<file path="src/hw/bsr_pkg.sv">
// Constants shared by the board system register bank
`default_nettype none
package bsr_pkg;
    // Bus placement and register byte offsets
    localparam logic [31:0] BSR_BASE_ADDR = 32'h1c010000;
    localparam logic [11:0] OFF_USER_LED = 12'h008;
    localparam logic [11:0] OFF_SLOW_TICK = 12'h024;
    localparam logic [11:0] OFF_VOL_FLAGS = 12'h030;
    localparam logic [11:0] OFF_VOL_CLEAR = 12'h034;
    localparam logic [11:0] OFF_NV_FLAGS = 12'h038;
    localparam logic [11:0] OFF_NV_CLEAR = 12'h03c;
    localparam logic [11:0] OFF_SOFT_CFG = 12'h058;
    localparam logic [11:0] OFF_FAST_TICK = 12'h05c;
    localparam logic [11:0] OFF_MISC = 12'h060;
    // Field positions inside the miscellaneous register
    localparam int MISC_EVENT_BIT = 19;
    localparam int MISC_PRESENT_BIT = 13;
    // Values after reset
    localparam logic [7:0] LED_RESET = 8'h00;
    localparam logic [31:0] FLAGS_RESET = 32'h00000000;
    localparam logic [31:0] COUNT_RESET = 32'h00000000;
    localparam logic [7:0] CFG_RESET = 8'h00;
    // Slow tick timing: 100 Hz period in ns, clock period in ns
    localparam int unsigned CLK_PERIOD_NS = 50;
    localparam int unsigned SLOW_PERIOD_NS = 10000000;
    localparam int unsigned SLOW_DIV = SLOW_PERIOD_NS / CLK_PERIOD_NS;
endpackage
`default_nettype wire

</file>
<file path="src/hw/bsr_tick_gen.sv">
// Divider producing the one-cycle 100 Hz tick strobe
`default_nettype none
module bsr_tick_gen
    import bsr_pkg::*;
#(
    parameter int unsigned DIV = SLOW_DIV
)
(
    input wire logic clk,
    input wire logic rst_n,
    input wire logic clear,
    output logic tick
);
    logic [31:0] cnt_q;
    logic [31:0] cnt_d;
    logic tick_q;
    logic tick_d;

    // Count to DIV-1, then strobe and restart
    always_comb
    begin
        cnt_d = cnt_q + 32'h1;
        tick_d = 1'b0;
        if (clear)
        begin
            cnt_d = COUNT_RESET;
        end
        else if (cnt_q == 32'(DIV - 1))
        begin
            cnt_d = COUNT_RESET;
            tick_d = 1'b1;
        end
    end

    // Divider state
    always_ff @(posedge clk or negedge rst_n)
    begin
        if (!rst_n)
        begin
            cnt_q <= 32'h0;
            tick_q <= 1'b0;
        end
        else
        begin
            cnt_q <= cnt_d;
            tick_q <= tick_d;
        end
    end

    assign tick = tick_q;
endmodule
`default_nettype wire

</file>
<file path="src/hw/bsr_top.sv">
// Board system register bank with APB slave port
`default_nettype none
// Summary of operation
// - APB slave at fixed base, one 32-bit register per word offset.
// - All user LEDs off while reset is applied.
// - Eight read-write LED bits in [7:0]; one lights, reads give state.
// - Slow 32-bit counter advances at 100 Hz divided from board clock.
// - Slow counter holds 100 Hz ticks since last board reset.
// - Fast 32-bit read-only counter increments every clock cycle.
// - Fast counter is zero during board reset, then resumes.
// - Flag registers read back and also act as set registers; clear registers write-only.
// - Set register write sets flags at one bits, others unchanged.
// - Clear register write clears flags at one bits, others unchanged.
// - Volatile flags cleared by push-button reset.
// - Persistent flags survive push-button reset; cleared at power-on.
// - Soft config switches load from configured setting at reset.
// - Soft config switch contents steer no board behaviour.
// - Misc bit 19 read-write, bit 13 read-only, rest read zero.
// - Daughter event output driven from stored misc bit 19.
// - Misc bit 13 reads one when daughterboard fitted, else zero.
module bsr_top
    import bsr_pkg::*;
#(
    parameter int unsigned SLOW_TICK_DIV = SLOW_DIV
)
(
    input wire logic clk,
    input wire logic rst_n,
    input wire logic board_reset_n,
    input wire logic [7:0] configured_switch_setting,
    input wire logic daughter_present,
    input wire logic [31:0] paddr,
    input wire logic psel,
    input wire logic penable,
    input wire logic pwrite,
    input wire logic [31:0] pwdata,
    output logic [31:0] prdata,
    output logic pready,
    output logic pslverr,
    output logic [7:0] user_led_states,
    output logic daughter_event_out
);
    // Pin synchronisers: bit 0 board reset, bit 1 daughter presence
    logic [1:0] sy1_q;
    logic [1:0] sy2_q;
    logic [1:0] sy3_q;
    logic brd_rst_q;
    logic brd_rst_d;
    logic present_q;
    logic present_d;

    // APB answer state
    logic pready_q;
    logic pready_d;
    logic pslverr_q;
    logic pslverr_d;
    logic [31:0] prdata_q;
    logic [31:0] prdata_d;

    // Register contents
    logic [7:0] led_q;
    logic [7:0] led_d;
    logic [31:0] vflag_q;
    logic [31:0] vflag_d;
    logic [31:0] nvflag_q;
    logic [31:0] nvflag_d;
    logic [7:0] cfg_q;
    logic [7:0] cfg_d;
    logic event_q;
    logic event_d;
    logic [31:0] slow_q;
    logic [31:0] slow_d;
    logic [31:0] fast_q;
    logic [31:0] fast_d;

    // Decode helpers
    logic in_base;
    logic [11:0] off;
    logic mapped;
    logic acc;
    logic wr_fire;
    logic rd_fire;
    logic slow_tick;

    // Slow tick divider, held in step with board reset
    bsr_tick_gen #(
        .DIV(SLOW_TICK_DIV)
    ) bsr_tick_gen_inst (
        .clk(clk),
        .rst_n(rst_n),
        .clear(brd_rst_q),
        .tick(slow_tick)
    );

    // Three-stage synchronisers for both pins
    always_ff @(posedge clk or negedge rst_n)
    begin
        if (!rst_n)
        begin
            sy1_q <= 2'h0;
            sy2_q <= 2'h0;
            sy3_q <= 2'h0;
        end
        else
        begin
            sy1_q <= {daughter_present, board_reset_n};
            sy2_q <= sy1_q;
            sy3_q <= sy2_q;
        end
    end

    // Filtered levels: accepted once stages two and three agree
    always_comb
    begin
        brd_rst_d = brd_rst_q;
        present_d = present_q;
        if (sy2_q[0] == sy3_q[0])
        begin
            brd_rst_d = ~sy3_q[0];
        end
        if (sy2_q[1] == sy3_q[1])
        begin
            present_d = sy3_q[1];
        end
    end

    always_ff @(posedge clk or negedge rst_n)
    begin
        if (!rst_n)
        begin
            brd_rst_q <= 1'b1;
            present_q <= 1'b0;
        end
        else
        begin
            brd_rst_q <= brd_rst_d;
            present_q <= present_d;
        end
    end

    // Address decode against the bank base
    always_comb
    begin
        in_base = (paddr[31:12] == BSR_BASE_ADDR[31:12]);
        off = paddr[11:0];
        case (off)
            OFF_USER_LED, OFF_SLOW_TICK, OFF_VOL_FLAGS, OFF_VOL_CLEAR,
            OFF_NV_FLAGS, OFF_NV_CLEAR, OFF_SOFT_CFG, OFF_FAST_TICK,
            OFF_MISC: mapped = in_base;
            default: mapped = 1'b0;
        endcase
        acc = psel & penable & ~pready_q;
        wr_fire = acc & pwrite & mapped;
        rd_fire = acc & ~pwrite & mapped;
    end

    // APB answer: one wait state, read data chosen by offset
    always_comb
    begin
        pready_d = acc;
        pslverr_d = acc & ~mapped;
        prdata_d = 32'h0;
        if (rd_fire)
        begin
            case (off)
                OFF_USER_LED: prdata_d = {24'h0, led_q};
                OFF_SLOW_TICK: prdata_d = slow_q;
                OFF_VOL_FLAGS: prdata_d = vflag_q;
                OFF_NV_FLAGS: prdata_d = nvflag_q;
                OFF_SOFT_CFG: prdata_d = {24'h0, cfg_q};
                OFF_FAST_TICK: prdata_d = fast_q;
                OFF_MISC:
                begin
                    prdata_d[MISC_EVENT_BIT] = event_q;
                    prdata_d[MISC_PRESENT_BIT] = present_q;
                end
                default: prdata_d = 32'h0;
            endcase
        end
    end

    always_ff @(posedge clk or negedge rst_n)
    begin
        if (!rst_n)
        begin
            pready_q <= 1'b0;
            pslverr_q <= 1'b0;
            prdata_q <= 32'h0;
        end
        else
        begin
            pready_q <= pready_d;
            pslverr_q <= pslverr_d;
            prdata_q <= prdata_d;
        end
    end

    // Register updates: writes, counters, then board reset on top
    always_comb
    begin
        led_d = led_q;
        vflag_d = vflag_q;
        nvflag_d = nvflag_q;
        cfg_d = cfg_q;
        event_d = event_q;
        fast_d = fast_q + 32'h1;
        slow_d = slow_tick ? slow_q + 32'h1 : slow_q;
        if (wr_fire)
        begin
            case (off)
                OFF_USER_LED: led_d = pwdata[7:0];
                OFF_VOL_FLAGS: vflag_d = vflag_q | pwdata;
                OFF_VOL_CLEAR: vflag_d = vflag_q & ~pwdata;
                OFF_NV_FLAGS: nvflag_d = nvflag_q | pwdata;
                OFF_NV_CLEAR: nvflag_d = nvflag_q & ~pwdata;
                OFF_SOFT_CFG: cfg_d = pwdata[7:0];
                OFF_MISC: event_d = pwdata[MISC_EVENT_BIT];
                default: event_d = event_q;
            endcase
        end
        // Push-button reset; persistent flags deliberately untouched
        if (brd_rst_q)
        begin
            led_d = LED_RESET;
            vflag_d = FLAGS_RESET;
            fast_d = COUNT_RESET;
            slow_d = COUNT_RESET;
            event_d = 1'b0;
            cfg_d = configured_switch_setting;
        end
    end

    // Cfg switches are only stored and read back, never decoded
    always_ff @(posedge clk or negedge rst_n)
    begin
        if (!rst_n)
        begin
            led_q <= LED_RESET;
            vflag_q <= FLAGS_RESET;
            nvflag_q <= FLAGS_RESET;
            cfg_q <= CFG_RESET;
            event_q <= 1'b0;
            slow_q <= COUNT_RESET;
            fast_q <= COUNT_RESET;
        end
        else
        begin
            led_q <= led_d;
            vflag_q <= vflag_d;
            nvflag_q <= nvflag_d;
            cfg_q <= cfg_d;
            event_q <= event_d;
            slow_q <= slow_d;
            fast_q <= fast_d;
        end
    end

    // Outputs straight from flops
    assign prdata = prdata_q;
    assign pready = pready_q;
    assign pslverr = pslverr_q;
    assign user_led_states = led_q;
    assign daughter_event_out = event_q;
endmodule
`default_nettype wire
</file>
<file path="config.mk">
export PLATFORM = sky130hd
export DESIGN_NAME = bsr_top
export DESIGN_NICKNAME = d
export VERILOG_FILES = /design/src/hw/bsr_pkg.sv /design/src/hw/bsr_tick_gen.sv /design/src/hw/bsr_top.sv
export SDC_FILE = /design/constraint.sdc
export NUM_CORES = 1
export LEC_CHECK = 0
export BUFFER_PORTS_ARGS = -buffer_cell sky130_fd_sc_hd__buf_4
export CORE_ASPECT_RATIO = 0.7
export CORE_MARGIN = 1
export CORE_UTILIZATION = 59
export CTS_CLUSTER_SIZE = 14
export DETAILED_ROUTE_END_ITERATION = 16
export PLACE_DENSITY = 0.8
export SYNTH_ARGS = -nofsm -noshare
export SYNTH_HDL_FRONTEND = slang
export SYNTH_SLANG_ARGS = --single-unit
</file>
<file path="constraint.sdc">
create_clock -name clk -period 3.45 [get_ports clk]
set_input_delay 0 -clock clk [delete_from_list [all_inputs] [get_ports clk]]
set_output_delay 0 -clock clk [all_outputs]
set_load 0.1 [all_outputs]
</file>
# After elaboration in Yosys (flattened, before gate mapping)
# Index checks and enable logic that the tools add are counted.
[totals]
register_bits = 220
input_bits = 79
word_cells = 89
[classes]
addsub = 3
eq_ne = 13
mux = 27
bitwise = 16
reduce_logical = 13
[ops]
columns = ["operator", "n"]
rows = [
  ["two-way mux 32 bit", 8],
  ["case mux 32 bit (2 select lines)", 2],
  ["adder 32 x 1 -> 32 bit, second input constant", 3],
  ["case mux 13 bit (6 select lines)", 1],
  ["bitwise AND 32 bit", 2],
  ["OR 32 bit", 2],
  ["equality test 12 x 6 -> 1 bit, second input constant", 5],
  ["two-way mux 8 bit", 6],
  ["case mux 12 bit (4 select lines)", 1],
  ["equality test 12 x 7 -> 1 bit, second input constant", 3],
  ["equality test 32 x 18 -> 1 bit, second input constant", 1],
  ["inverter 32 bit", 1],
  ["equality test 20 x 17 -> 1 bit, second input constant", 1],
  ["case mux 5 bit (4 select lines)", 1],
  ["equality test 12 x 4 -> 1 bit, second input constant", 1],
  ["nonzero test 2 bit", 6],
  ["case mux 1 bit (5 select lines)", 2],
  ["AND reduction 2 bit", 5],
  ["OR reduction 9 bit", 1],
  ["bitwise AND 1 bit", 7],
  ["two-way mux 1 bit", 6],
  ["inverter 1 bit", 4],
  ["nonzero test 3 bit", 1],
  ["equality test 1 bit", 2],
]

# Depth between registers and ports, before layout
# Gate-level depths: netlist of run 1.
[depth]
word_depth = 6
depth_mapped = 8
ltp_nobuf = 6

# Hierarchy
# A second synthesis of run 1 with hierarchy kept.
[hier_totals]
hier_cells = 1250
area_unflattened_um2 = 12279.3
[modules_own_cells]
columns = ["mod", "n_inst", "cells_each", "area_each_um2"]
rows = [
  ["bsr_top", 1, 1056, 10486.3],
  ["bsr_tick_gen", 1, 194, 1793.0],
]

# Worst setup path after synthesis of run 1
# OpenSTA, ideal clock, no wires.
[synth_path]
path_kind = "flip-flop to flip-flop"
startpoint = "reg pready_q (netlist: pready)"
endpoint = "reg cfg_q[0]"
setup_time_ps = 125
t_arrival_ps = 2362
slack_ps = 963
stages_incl_launch_ff = 7
n_path_buf = 1
path_cell_list = "dfrtp_1 and3b_1 clkbuf_1 nand2_1 nor4b_4 mux2_1 mux2_2"
[synth_via]
elab_chain_cells = 6
[synth_rtl]
columns = ["element", "line_no", "source"]
rows = [
  ["from (decl)", "bsr_top.sv:53", "logic pready_q;"],
  ["from (signal assigned)", "bsr_top.sv:192", "pready_q <= pready_d;"],
  ["inverter 1 bit", "bsr_top.sv:152", "acc = psel & penable & ~pready_q;"],
  ["bitwise AND 1 bit", "bsr_top.sv:152", ""],
  ["via acc", "bsr_top.sv:80", "logic acc;"],
  ["bitwise AND 1 bit (2 in series)", "bsr_top.sv:153", "wr_fire = acc & pwrite & mapped;"],
  ["nonzero test 2 bit (no source line)", "-", ""],
  ["AND reduction 2 bit (no source line)", "-", ""],
  ["to (signal assigned)", "bsr_top.sv:251", "cfg_q <= cfg_d;"],
  ["to (decl)", "bsr_top.sv:67", "logic [7:0] cfg_q;"],
]
# The timed path passes the listed nets, and every way through them passes these cells.
# A chain may end at the register's enable or synchronous reset.

# Final worst setup path of run 1
[layout_path]
startpoint = "reg pready_q (netlist: pready)"
endpoint = "reg cfg_q[3]"
[layout_via]
elab_chain_cells = 6
[layout_rtl]
columns = ["element", "line_no"]
rows = [
  ["inverter 1 bit", "bsr_top.sv:152"],
  ["bitwise AND 1 bit", "bsr_top.sv:152"],
  ["bitwise AND 1 bit (2 in series)", "bsr_top.sv:153"],
  ["nonzero test 2 bit (no source line)", "-"],
  ["AND reduction 2 bit (no source line)", "-"],
]
# No other way between the ends.

==> summary.txt, run 1 <==
Setup path
  – Critical Path AT: 3.29 ns
  – Setup crit start: pready
  – Critical-path top delay cell: nor4b_4
  – Worst-path cell chain: and3b_1 -> nand2_1 -> nor4b_4 -> mux2_1 -> mux2_2 -> dlygate4sd3_1
  – Worst r2r src: pready
  – Worst Path Required: 3.84 ns
  – Startpoint Class: register
  – Crit path max fanout: 8
  – Crit. End Element: register
  – Slowest cell delay on critical path: 0.61 ns
  – Kind of critical path: reg -> reg

Job
  – Max Cap Viol: 0

Floorplan
  – Ports: 122
  – Core outline area: 0.01742 mm2
  – Die X: 162.5 um
  – Initial core utilization: 0.6108
  – Die Y: 114.3 um
  – Full die area: 0.01858 mm2
  – Cell row count: 40

Global routing
  – First-pass GRT wire length: 46,850 um
  – Total track usage: 0.3250
  – Largest net degree at the start of global routing: 122
  – Global route total overflow: 0
  – Antenna violations before repair: 0
  – Vias in the first global route: 8,764

CTS
  – CTS tree: yes
  – Clk slew on worst S/H paths: 0.06 ns
  – Root buffer cell: clkbuf_16
  – Inserted Clock Buffers: 22
  – Clk sinks: 220
  – H-Tree Depth: 1
  – Worst skew pair latency: 0.51 ns
  – CTS max path bufs: 3

Timing
  – WHS: 0.03539 ns
  – Final setup violation count: 0
  – Max-slew headroom: 0.4045
  – Setup ws final: 0.5502 ns
  – Unrepaired setup endpoints after global routing: no
  – Slew Viols, Final: 0
  – Tmin final: 2.900 ns
  – Max Freq: 344.9 MHz
  – Sum Neg Setup Slack: 0 ns
  – Final Hold Fails: 0
  – Tcrit/Tclk final: 0.8405
  – Worst slew pin tran: 0.8933 ns
  – Clk_skew: 0.01414 ns

Synth
  – Mapped cell area: 0.01064 mm2
  – Commonest cells post-synth: dfrtp_1 (219), nor2_1 (105), nand2_1 (67)
  – Syn Nets: 1,132
  – Most frequent cell after synthesis: dfrtp_1
  – Most used DFF post-synth: dfrtp_1
  – Synth Area per Inst: 10.13 um2
  – Asr flop ratio synth: 1.000
  – Yosys top cell area share: 0.5152
  – Unique masters post-synth: 53
  – Synth warn: 0
  – Sequential area share after synthesis: 0.5176
  – Synth area leaders: dfrtp_1 (52%), a22oi_1 (3.8%), nor2_1 (3.7%)
  – Top cell type by total area after synthesis: dfrtp_1
  – Number of synthesized flops with an enable pin: 0
  – Number of synthesized register bits: 220
  – Syn Inst Count: 1,050

Drt
  – Remaining DRCs: 0
  – Via/cell ratio: 6.207
  – Routed WL: 28,970 um
  – WL/cell: 19.95 um
  – Initial DRC count: 834
  – DR pass1 iterations: 9
  – Post-route ant nets: 0
  – Via Count: 9,013

Placed design
  – Post-detail-place hpwl: 19,240 um
  – Cell Area, Placed: 0.01179 mm2
  – GP Congestion: 0.9225
  – IO buf count: 121
  – Setup WS pre-CTS: 0.7064 ns

Finish
  – Final Cell Area: 0.01303 mm2
  – Area delta synth->final: 22.44%
  – Sequential cell area: 0.005510 mm2
  – Antenna cells: 0
  – Final nets: 1,288
  – Share of cells above drive strength 1: 0.1704
  – Multi-input logic area: 0.004807 mm2
  – Number of fill cells in the layout: 1,171

Power and ir drop
  – Worst vdd ir: 371.1 uV
  – Power density over the cells: 408.7 mW/mm2
  – Static leakage: 0.005566 uW

Min path
  – Hold Path Class: in -> reg
  – Min-delay src: paddr[4]

Status
  – Status: finished clean
## worst paths after layout
| check | slack, ns | to | cells after the start |
|---|---|---|---|
| setup reg to reg | 0.55 | cfg_q[3] | 6 |
| setup / recovery | 0.55 | cfg_q[3] | 6 |
| hold / removal | 0.04 | pslverr | 4 |
| max in group asynchronous | 2.21 | asynchronous set/reset pin | 3 |
| min in group asynchronous | 0.16 | fast_q[0] | 2 |
| hold reg to reg | 0.36 | sy2_q[0] | 0 |
## cell usage in the layout (no fill, tap or decap), drive strengths merged, types with 7 or more instances in the layout
cell,Yosys,final
and3,10,10
nand4,29,29
and4,12,12
a222oi,10,10
and2,7,7
mux2,23,23
dlygate4sd3,0,55
or3,9,9
nor2b,29,29
clkbuf,53,36
or4,7,7
inv,20,20
dfrtp,219,219
mux2i,27,27
xnor2,38,38
o21ai,54,54
buf,12,142
o31ai,46,46
a21oi,40,40
nor2,105,105
a22oi,54,54
nor3,24,24
nand3,41,41
nor4,23,23
or2,7,7
nand2b,9,9
nand2,67,67
xor2,45,45
## power by group
part	leakage, uW	internal (uW)	switching, uW
logic	0.00225	174	231
registers	0.00298	2610	32.3
clock network	0.000329	1290	980
total	0.00557	4080	1240
## through the flow
stage / util / std cells / total power, uW
after floorplan: - / 1050 / 2834
after CTS: 0.7478 / 1452 / 5328
final: 0.7478 / 1452 / 5323
after detailed placement: 0.6771 / 1358 / 3024
after global placement: 0.6771 / 1358 / 3018
after global routing: 0.7478 / 1452 / 5490
## routing by layer
| metal | track usage | part of all wire |
|---|---|---|
| met5 | 0 | 0 |
| met4 | 0.06981 | 0.019 |
| met3 | 0.09815 | 0.11 |
| met2 | 0.4741 | 0.44 |
| met1 | 0.4785 | 0.43 |
## kinds of logic (layout without fill, tap and decap cells)
family                     Yosys count  count (layout)  share of synthesized area
muxes                               50              50                    0.04975
DFF                                220             220                     0.5176
and+or+nand+nor                    397             397                     0.1988
adders and majority gates            4               4                   0.004470
buffers and inverters               85             256                    0.03140
AOI/OAI and AO/OA                  211             211                     0.1296
xor gates and xnor gates            83              83                    0.06834
## repair_timing
item / 4_1_cts / 5_1_grt
resized for setup: 0 / 0
hold buffers: 55 / 0
endpoints found under the setup margin: 0 / 0
setup buffers: 0 / 0
endpoints found under the hold margin: 206 / 0
## worst max-delay path: cells and delay by family (launching register included)
kind,cells,cell delay (ns)
simple gates,3,1.17
buf+inv,1,0.56
flops,1,0.39
mux,2,0.65
## cell type report
cell class,instances,area share
timing repair buffer,197,0.1276
clock buffer,36,0.05014
tap,231,0.02219
multi-input combinational,745,0.3691
sequential,220,0.4231
inverter,20,0.005764
clock inverter,3,0.002209
Power figures use the tool's default switching activity.
==> inputs of run 2 (changes only) <==
--- a/config.mk
+++ b/config.mk
@@ -5,13 +5,14 @@
 export SDC_FILE = /design/constraint.sdc
 export NUM_CORES = 1
 export LEC_CHECK = 0
+export ABC_AREA = 1
 export BUFFER_PORTS_ARGS = -buffer_cell sky130_fd_sc_hd__buf_4
 export CORE_ASPECT_RATIO = 0.7
 export CORE_MARGIN = 1
-export CORE_UTILIZATION = 59
+export CORE_UTILIZATION = 60
 export CTS_CLUSTER_SIZE = 14
 export DETAILED_ROUTE_END_ITERATION = 16
-export PLACE_DENSITY = 0.8
+export PLACE_DENSITY = 0.81
 export SYNTH_ARGS = -nofsm -noshare
 export SYNTH_HDL_FRONTEND = slang
 export SYNTH_SLANG_ARGS = --single-unit
==> constraint.sdc (replaced) <==
create_clock -name clk -period 2.9 [get_ports clk]
set_input_delay 0 -clock clk [delete_from_list [all_inputs] [get_ports clk]]
set_output_delay 0 -clock clk [all_outputs]
set_load 0.1 [all_outputs]
==> summary.txt, run 2 <==
Status
  – Status: finished clean

Timing
  – Tmin final: 2.375 ns
  – Worst slew pin tran: 0.9632 ns (+0.06994 ns)
  – Final Hold Fails: 0 (unchanged)
  – Clk_skew: 0.01851 ns (+0.004366 ns)
  – Sum Neg Setup Slack: 0 ns (unchanged)
  – Setup ws final: 0.5254 ns (-0.02483 ns)
  – Unrepaired setup endpoints after global routing: no
  – Max Freq: 421.1 MHz
  – Slew Viols, Final: 0 (unchanged)
  – Final setup violation count: 0 (unchanged)
  – Tcrit/Tclk final: 0.8188
  – Max-slew headroom: 0.3571 (-0.04733)

CTS
  – H-Tree Depth: 1 (unchanged)
  – Inserted Clock Buffers: 22 (unchanged)
  – Clk slew on worst S/H paths: 0.07 ns (about the same)
  – Root buffer cell: clkbuf_16
  – Cts repair resizes: 0 (unchanged)
  – CTS tree: yes
  – Clk sinks: 220 (unchanged)
  – Post-CTS Setup Repair Bufs: 0 (unchanged)
  – Worst skew pair latency: 0.53 ns (+0.02 ns)
  – CTS max path bufs: 3 (unchanged)

Finish
  – Number of fill cells in the layout: 1,502 (+28%)
  – Area delta synth->final: 20.10%
  – Post-Layout Cell Count: 2,027 (+40%)
  – Final nets: 1,829 (+42%)
  – Antenna cells: 0 (unchanged)
  – Most frequent cells in the layout: nand2_1 (258), nor2_1 (243), dfrtp_1 (219)
  – Share of cells above drive strength 1: 0.1185 (-0.05180)
  – Commonest non-fill, non-tap cell in the layout: nand2_1
  – Sequential cell area: 0.005510 mm2 (unchanged)
  – Multi-input logic area: 0.005390 mm2 (+12%)

Floorplan
  – Ports: 122 (unchanged)
  – Core outline area: 0.01923 mm2 (+10%)
  – Die X: 171.1 um (+5.3%)
  – Cell row count: 42 (+5.0%)
  – Initial core utilization: 0.6245 (+0.01374)
  – Die Y: 120.4 um (+5.3%)
  – Full die area: 0.02060 mm2 (+11%)

Global routing
  – Antenna violations before repair: 1 (+1)
  – Total track usage: 0.3834 (+0.05832)
  – First-pass GRT wire length: 61,170 um (+31%)
  – Largest net degree at the start of global routing: 97 (-20%)
  – Global route total overflow: 0 (unchanged)
  – Vias in the first global route: 11,540 (+32%)

Setup path
  – Startpoint Class: input pin
  – Slowest cell delay on critical path: 0.59 ns (-0.02 ns)
  – Crit path max fanout: 17 (+9)
  – Critical Path AT: 2.82 ns (-0.47 ns)
  – Worst-path cell chain: dlygate4sd3_1 -> buf_4 -> nor4_1 -> dlygate4sd3_1 -> nand3_1 -> a21oi_4 -> nand3_2 -> buf_4 -> nor2_1
  – Kind of critical path: in -> reg
  – Crit. End Element: register
  – Worst Path Required: 3.34 ns (-0.50 ns)
  – Critical-path top delay cell: dlygate4sd3_1

Synth
  – Most used DFF post-synth: dfrtp_1
  – Yosys top cell area share: 0.4563 (-0.05892)
  – Mapped cell area: 0.01201 mm2 (+13%)
  – Number of synthesized register bits: 220 (unchanged)
  – Synth warn: 0 (unchanged)
  – Share of synthesized area spent on multiplexers: 0 (-0.04975)
  – Number of synthesized flops with an enable pin: 0 (unchanged)
  – Largest family of logic cells by synthesized area: simple AND/OR/NAND/NOR gates
  – Syn Inst Count: 1,590 (+51%)
  – Synth Area in Adders: 0.003958 (-0.0005112)
  – Asr flop ratio synth: 1.000 (unchanged)
  – Synth Area in Compound Gates: 0.1206 (-0.008992)
  – Post-synthesis xor/xnor area fraction: 0.02188 (-0.04646)
  – Sequential area share after synthesis: 0.4584 (-0.05921)
  – Simple-gate area share of the yosys netlist: 0.3023 (+0.1035)
  – Top cell type by total area after synthesis: dfrtp_1
  – Unique masters post-synth: 44 (-17%)
  – Synth Area per Inst: 7.554 um2 (-25%)
  – Synth area leaders: dfrtp_1 (46%), nand2_1 (8.1%), nor2_1 (7.6%)
  – Commonest cells post-synth: nand2_1 (258), nor2_1 (243), dfrtp_1 (219)
  – Syn Nets: 1,672 (+48%)
  – Most frequent cell after synthesis: nand2_1

Drt
  – WL/cell: 18.83 um (-5.6%)
  – Routed WL: 38,170 um (+32%)
  – Via Count: 12,110 (+34%)
  – Post-route ant nets: 0 (unchanged)
  – Initial DRC count: 1,530 (+83%)
  – Via/cell ratio: 5.972 (-3.8%)
  – Remaining DRCs: 0 (unchanged)
  – DR pass1 iterations: 6 (-3)

Placed design
  – Setup WS pre-CTS: 0.6971 ns (-0.009345 ns)
  – GP Congestion: 0.9722 (+5.4%)
  – Placed insts: 1,939 (+43%)
  – Post-detail-place hpwl: 25,570 um (+33%)
  – IO buf count: 121 (unchanged)

Power and ir drop
  – Int Pwr: 5074 uW (+24%)
  – Combinational Power Share: 0.096 (+0.020)
  – Static leakage: 0.006622 uW (+19%)
  – Power, Total: 6824 uW (+28%)
  – Worst vdd ir: 497.2 uV (+34%)
  – Power density over the cells: 473.0 mW/mm2 (+16%)
  – Sw frac: 0.2565 (+0.02286)
  – Net Switching: 1750 uW (+41%)
  – Clock share of power: 0.433 (+0.006)
  – Seq pwr share: 0.472 (-0.025)

Job
  – Max Cap Viol: 0 (unchanged)

Min path
  – Hold Path Class: in -> reg
-- run 2: changes by cell type in the layout (fill, tap and decap cells not counted), moves of 38 or more --
cell,before,now
nor3_1,22,60
nor2_1,105,243
o31ai_1,46,0
inv_1,20,216
a22oi_1,54,0
nand3_1,41,179
o22ai_1,0,40
nand2_1,67,258
a211oi_1,0,41
-- run 2: power groups by stage --
stage	combinational (uW)	clock, uW	sequential (uW)
after floorplan	299	0	3270
after global placement	575	0	3270
after detailed placement	587	0	3270
after CTS	644	2950	3220
after global routing	714	3090	3230
final	654	2950	3220
-- run 2: area by class of cell --
| type | count | area share |
|---|---|---|
| clock buffer | 30 | 0.04302 |
| inverter | 226 | 0.05880 |
| tap | 264 | 0.02290 |
| clock inverter | 10 | 0.008153 |
| multi-input combinational | 1083 | 0.3736 |
| timing repair buffer | 194 | 0.1115 |
| sequential | 220 | 0.3820 |
-- run 2: worst max-delay path, delay by kind of cell --
kind / cells / cell delay [ns]
AOI/OAI and AO/OA: 1 / 0.24
and+or+nand+nor: 4 / 0.90
buffers and inverters: 4 / 1.65
-- run 2: what timing repair did --
item / CTS / global route
endpoints found under the setup margin: 0 / 0
hold buffers: 48 / 0
endpoints found under the hold margin: 180 / 0
-- run 2: final timing paths --
path / end / cells after the start / from / slack [ns]
min reg2reg: sy2_q[0] / 0 / sy1_q[0] / 0.36
max reg2reg: fast_q[28] / 12 / fast_q[0] / 0.54
min: pslverr / 7 / paddr[20] / 0.08
max in group asynchronous: pslverr / 3 / rst_n / 1.87
min in group asynchronous: prdata[2] / 2 / rst_n / 0.10
max: prdata[26] / 9 / paddr[30] / 0.53
-- run 2: layer usage --
| metal | GRT usage | up-vias | part of all wire | wire [um] |
|---|---|---|---|---|
| li1 | - | 5572 | - | - |
| met1 | 0.5569 | 5654 | 0.43 | 16270 |
| met2 | 0.5765 | 784 | 0.43 | 16530 |
| met3 | 0.08674 | 93 | 0.11 | 4361 |
| met4 | 0.1071 | 2 | 0.026 | 991 |
| met5 | 0 | - | 0.00034 | 13 |
-- run 2: logic make-up after synthesis --
| family | Yosys count |
|---|---|
| flops | 220 |
| fa+ha+maj | 4 |
| xor+xnor | 30 |
| compound gates | 230 |
| simple gates | 819 |
| buf+inv | 287 |
-- run 2: through the flow --
step           cell area [um2]  utilization  hold WS [ns]
6_report                 14430       0.7501       0.07668
5_1_grt                  14430       0.7501        0.1006
4_1_cts                  14430       0.7501       0.03573
3_5_place_dp             13210       0.6867       0.07472
3_3_place_gp             13210       0.6867       0.07261
2_1_floorplan            12010            -       -0.2956
==> inputs of run 3 (changes only) <==
--- a/config.mk
+++ b/config.mk
@@ -5,14 +5,14 @@
 export SDC_FILE = /design/constraint.sdc
 export NUM_CORES = 1
 export LEC_CHECK = 0
-export ABC_AREA = 1
+export ABC_AREA = 0
 export BUFFER_PORTS_ARGS = -buffer_cell sky130_fd_sc_hd__buf_4
 export CORE_ASPECT_RATIO = 0.7
 export CORE_MARGIN = 1
-export CORE_UTILIZATION = 60
+export CORE_UTILIZATION = 59
 export CTS_CLUSTER_SIZE = 14
 export DETAILED_ROUTE_END_ITERATION = 16
-export PLACE_DENSITY = 0.81
+export PLACE_DENSITY = 0.8
 export SYNTH_ARGS = -nofsm -noshare
 export SYNTH_HDL_FRONTEND = slang
 export SYNTH_SLANG_ARGS = --single-unit
==> constraint.sdc (replaced) <==
create_clock -name clk -period 2.5 [get_ports clk]
set_input_delay 0 -clock clk [delete_from_list [all_inputs] [get_ports clk]]
set_output_delay 0 -clock clk [all_outputs]
set_load 0.1 [all_outputs]
==> summary.txt, run 3 (synthesized netlist as in run 1, its figures left out) <==
Floorplan
  – Cell row count: 40 (-4.8%)
  – Core outline area: 0.01742 mm2 (-9.4%)
  – Initial core utilization: 0.6108 (-0.01374)
  – Full die area: 0.01858 mm2 (-9.8%)
  – Ports: 122 (unchanged)
  – Die X: 162.5 um (-5.0%)
  – Die Y: 114.3 um (-5.0%)

CTS
  – Worst skew pair latency: 0.51 ns (-0.02 ns)
  – CTS max path bufs: 3 (unchanged)
  – Inserted Clock Buffers: 22 (unchanged)
  – Root buffer cell: clkbuf_16
  – Post-CTS Setup Repair Bufs: 0 (unchanged)
  – Clk sinks: 220 (unchanged)
  – Clk slew on worst S/H paths: 0.06 ns (about the same)
  – H-Tree Depth: 1 (unchanged)
  – CTS tree: yes

Timing
  – Tmin final: 2.354 ns
  – Max-slew headroom: 0.4615 (+0.1043)
  – Worst slew pin tran: 0.8078 ns (-0.1555 ns)
  – Tcrit/Tclk final: 0.9417
  – WHS: 0.04404 ns (-0.03263 ns)
  – Max Freq: 424.7 MHz
  – Slew Viols, Final: 0 (unchanged)
  – Final Hold Fails: 0 (unchanged)
  – Final setup violation count: 0 (unchanged)
  – Clk_skew: 0.009453 ns (-0.009053 ns)
  – Unrepaired setup endpoints after global routing: no
  – Setup ws final: 0.1456 ns (-0.3797 ns)

Setup path
  – Worst Path Required: 2.89 ns (-0.45 ns)
  – Kind of critical path: reg -> reg
  – Startpoint Class: register
  – Crit. End Element: register
  – Crit path max fanout: 32 (+15)
  – Critical Path AT: 2.74 ns (-0.08 ns)
  – R2r setup slk: 0.15 ns (-0.39 ns)
  – Critical R2R Capture: bsr_tick_gen_inst.cnt_q[28]
  – Worst r2r src: bsr_tick_gen_inst.cnt_q[13]
  – Worst R2R Path Depth: 6 (-6)

Drt
  – WL/cell: 20.79 um (+10%)
  – Remaining DRCs: 0 (unchanged)
  – Via Count: 9,187 (-24%)
  – Routed WL: 30,500 um (-20%)
  – DR pass1 iterations: 6 (unchanged)
  – Post-route ant nets: 0 (unchanged)
  – Via/cell ratio: 6.262 (+4.9%)
  – Initial DRC count: 1,058 (-31%)

Global routing
  – Antenna violations before repair: 0 (-1)
  – First-pass GRT wire length: 48,230 um (-21%)
  – Grt met1 use: 0.4890 (-0.06799)
  – GR peak layer: met2
  – GR met2 Demand/Resource: 0.5006 (-0.07590)
  – Met3 Resource Use GR: 0.09453 (+0.007788)
  – Largest net degree at the start of global routing: 86 (-11%)
  – Global route total overflow: 0 (unchanged)
  – Total track usage: 0.3358 (-0.04752)
  – Vias in the first global route: 8,715 (-24%)

Status
  – Status: finished clean

Min path
  – Min-delay src: paddr[10]
  – Hold Path Class: in -> reg
  – Worst Hold End: prdata[0]
  – Hold depth: 4 (-3)

Power and ir drop
  – Worst vdd ir: 484.2 uV (-2.6%)
  – Static leakage: 0.005699 uW (-14%)
  – Power, Total: 7570 uW (+11%)
  – Power density over the cells: 571.6 mW/mm2 (+21%)

Finish
  – Most frequent cells in the layout: dfrtp_1 (219), buf_4 (156), nor2_1 (105)
  – Post-Layout Cell Count: 1,467 (-28%)
  – Final nets: 1,303 (-29%)
  – Multi-input logic area: 0.004813 mm2 (-11%)
  – Number of fill cells in the layout: 1,160 (-23%)
  – Sequential cell area: 0.005510 mm2 (unchanged)
  – Commonest non-fill, non-tap cell in the layout: dfrtp_1
  – Antenna cells: 0 (unchanged)
  – Share of cells above drive strength 1: 0.1909 (+0.07239)
  – Area delta synth->final: 24.51%

Placed design
  – GP Congestion: 0.9069 (-6.7%)
  – IO buf count: 121 (unchanged)
  – Post-detail-place hpwl: 19,960 um (-22%)
  – Placed insts: 1,381 (-29%)
  – Setup WS pre-CTS: -0.02997 ns (-0.7270 ns)

Job
  – Max Cap Viol: 0 (unchanged)
[run 3: cell count changes in the layout (fill, tap and decap cells not counted), sizes merged, moves of 32 or more]
cell,change
nor3,-38
nand2,-192
nor2,-144
nand3,-143
o21bai,-32
a211oi,-41
a22oi,+54
o31ai,+46
inv,-204
o22ai,-40
[run 3: area by class of cell]
type,instances,share of cell area
sequential,220,0.4160
multi-input combinational,745,0.3634
timing repair buffer,212,0.1372
clock buffer,35,0.05214
tap,231,0.02182
inverter,20,0.005668
clock inverter,4,0.003779
[run 3: how the worst max path moves through the flow]
stage / to / from / slack [ns] / depth (start not counted)
3_3_place_gp: cfg_q[7] / paddr[13] / 0.1 / 7
5_1_grt: bsr_tick_gen_inst.cnt_q[28] / bsr_tick_gen_inst.cnt_q[13] / 0.08 / 6
3_5_place_dp: bsr_tick_gen_inst.cnt_q[28] / bsr_tick_gen_inst.cnt_q[13] / -0.03 / 6
2_1_floorplan: cfg_q[0] / pready / 0.01 / 6
4_1_cts: bsr_tick_gen_inst.cnt_q[28] / bsr_tick_gen_inst.cnt_q[13] / 0.03 / 6
6_report: bsr_tick_gen_inst.cnt_q[28] / bsr_tick_gen_inst.cnt_q[13] / 0.15 / 6
[run 3: where the power goes]
| group | total (uW) | switching, uW | leakage, uW | internal, uW |
|---|---|---|---|---|
| sequential | 3670 | 60.3 | 0.00298 | 3600 |
| clock | 3360 | 1370 | 0.000358 | 1990 |
| combinational | 543 | 306 | 0.00236 | 237 |
[run 3: through the flow]
stage,util,TNS [ns],area (um2)
finish,0.7605,0,13250
global route,0.7605,0,13250
CTS,0.7605,0,13250
detailed placement,0.6906,-0.5092,12030
global placement,0.6906,0,12030
floorplan,-,0,10640
[run 3: layer usage]
metal,part of all wire,wire length [um]
met5,0,0
met3,0.11,3287
met2,0.44,13480
met4,0.020,615
met1,0.43,13120
[run 3: worst max-delay path, cell delays in order (launching register included)]
cell,delay (ns)
dfrtp_1,0.41
or4b_2,0.64
or4_1,0.53
nor4_2,0.20
or2_2,0.19
buf_12,0.18
nor2_1,0.08
[run 3: timing repair]
action	CTS	global route
setup endpoints to repair	32	32
resized for setup	1	0
pin swaps	0	1
endpoints found under the hold margin	167	0
hold buffers	47	0
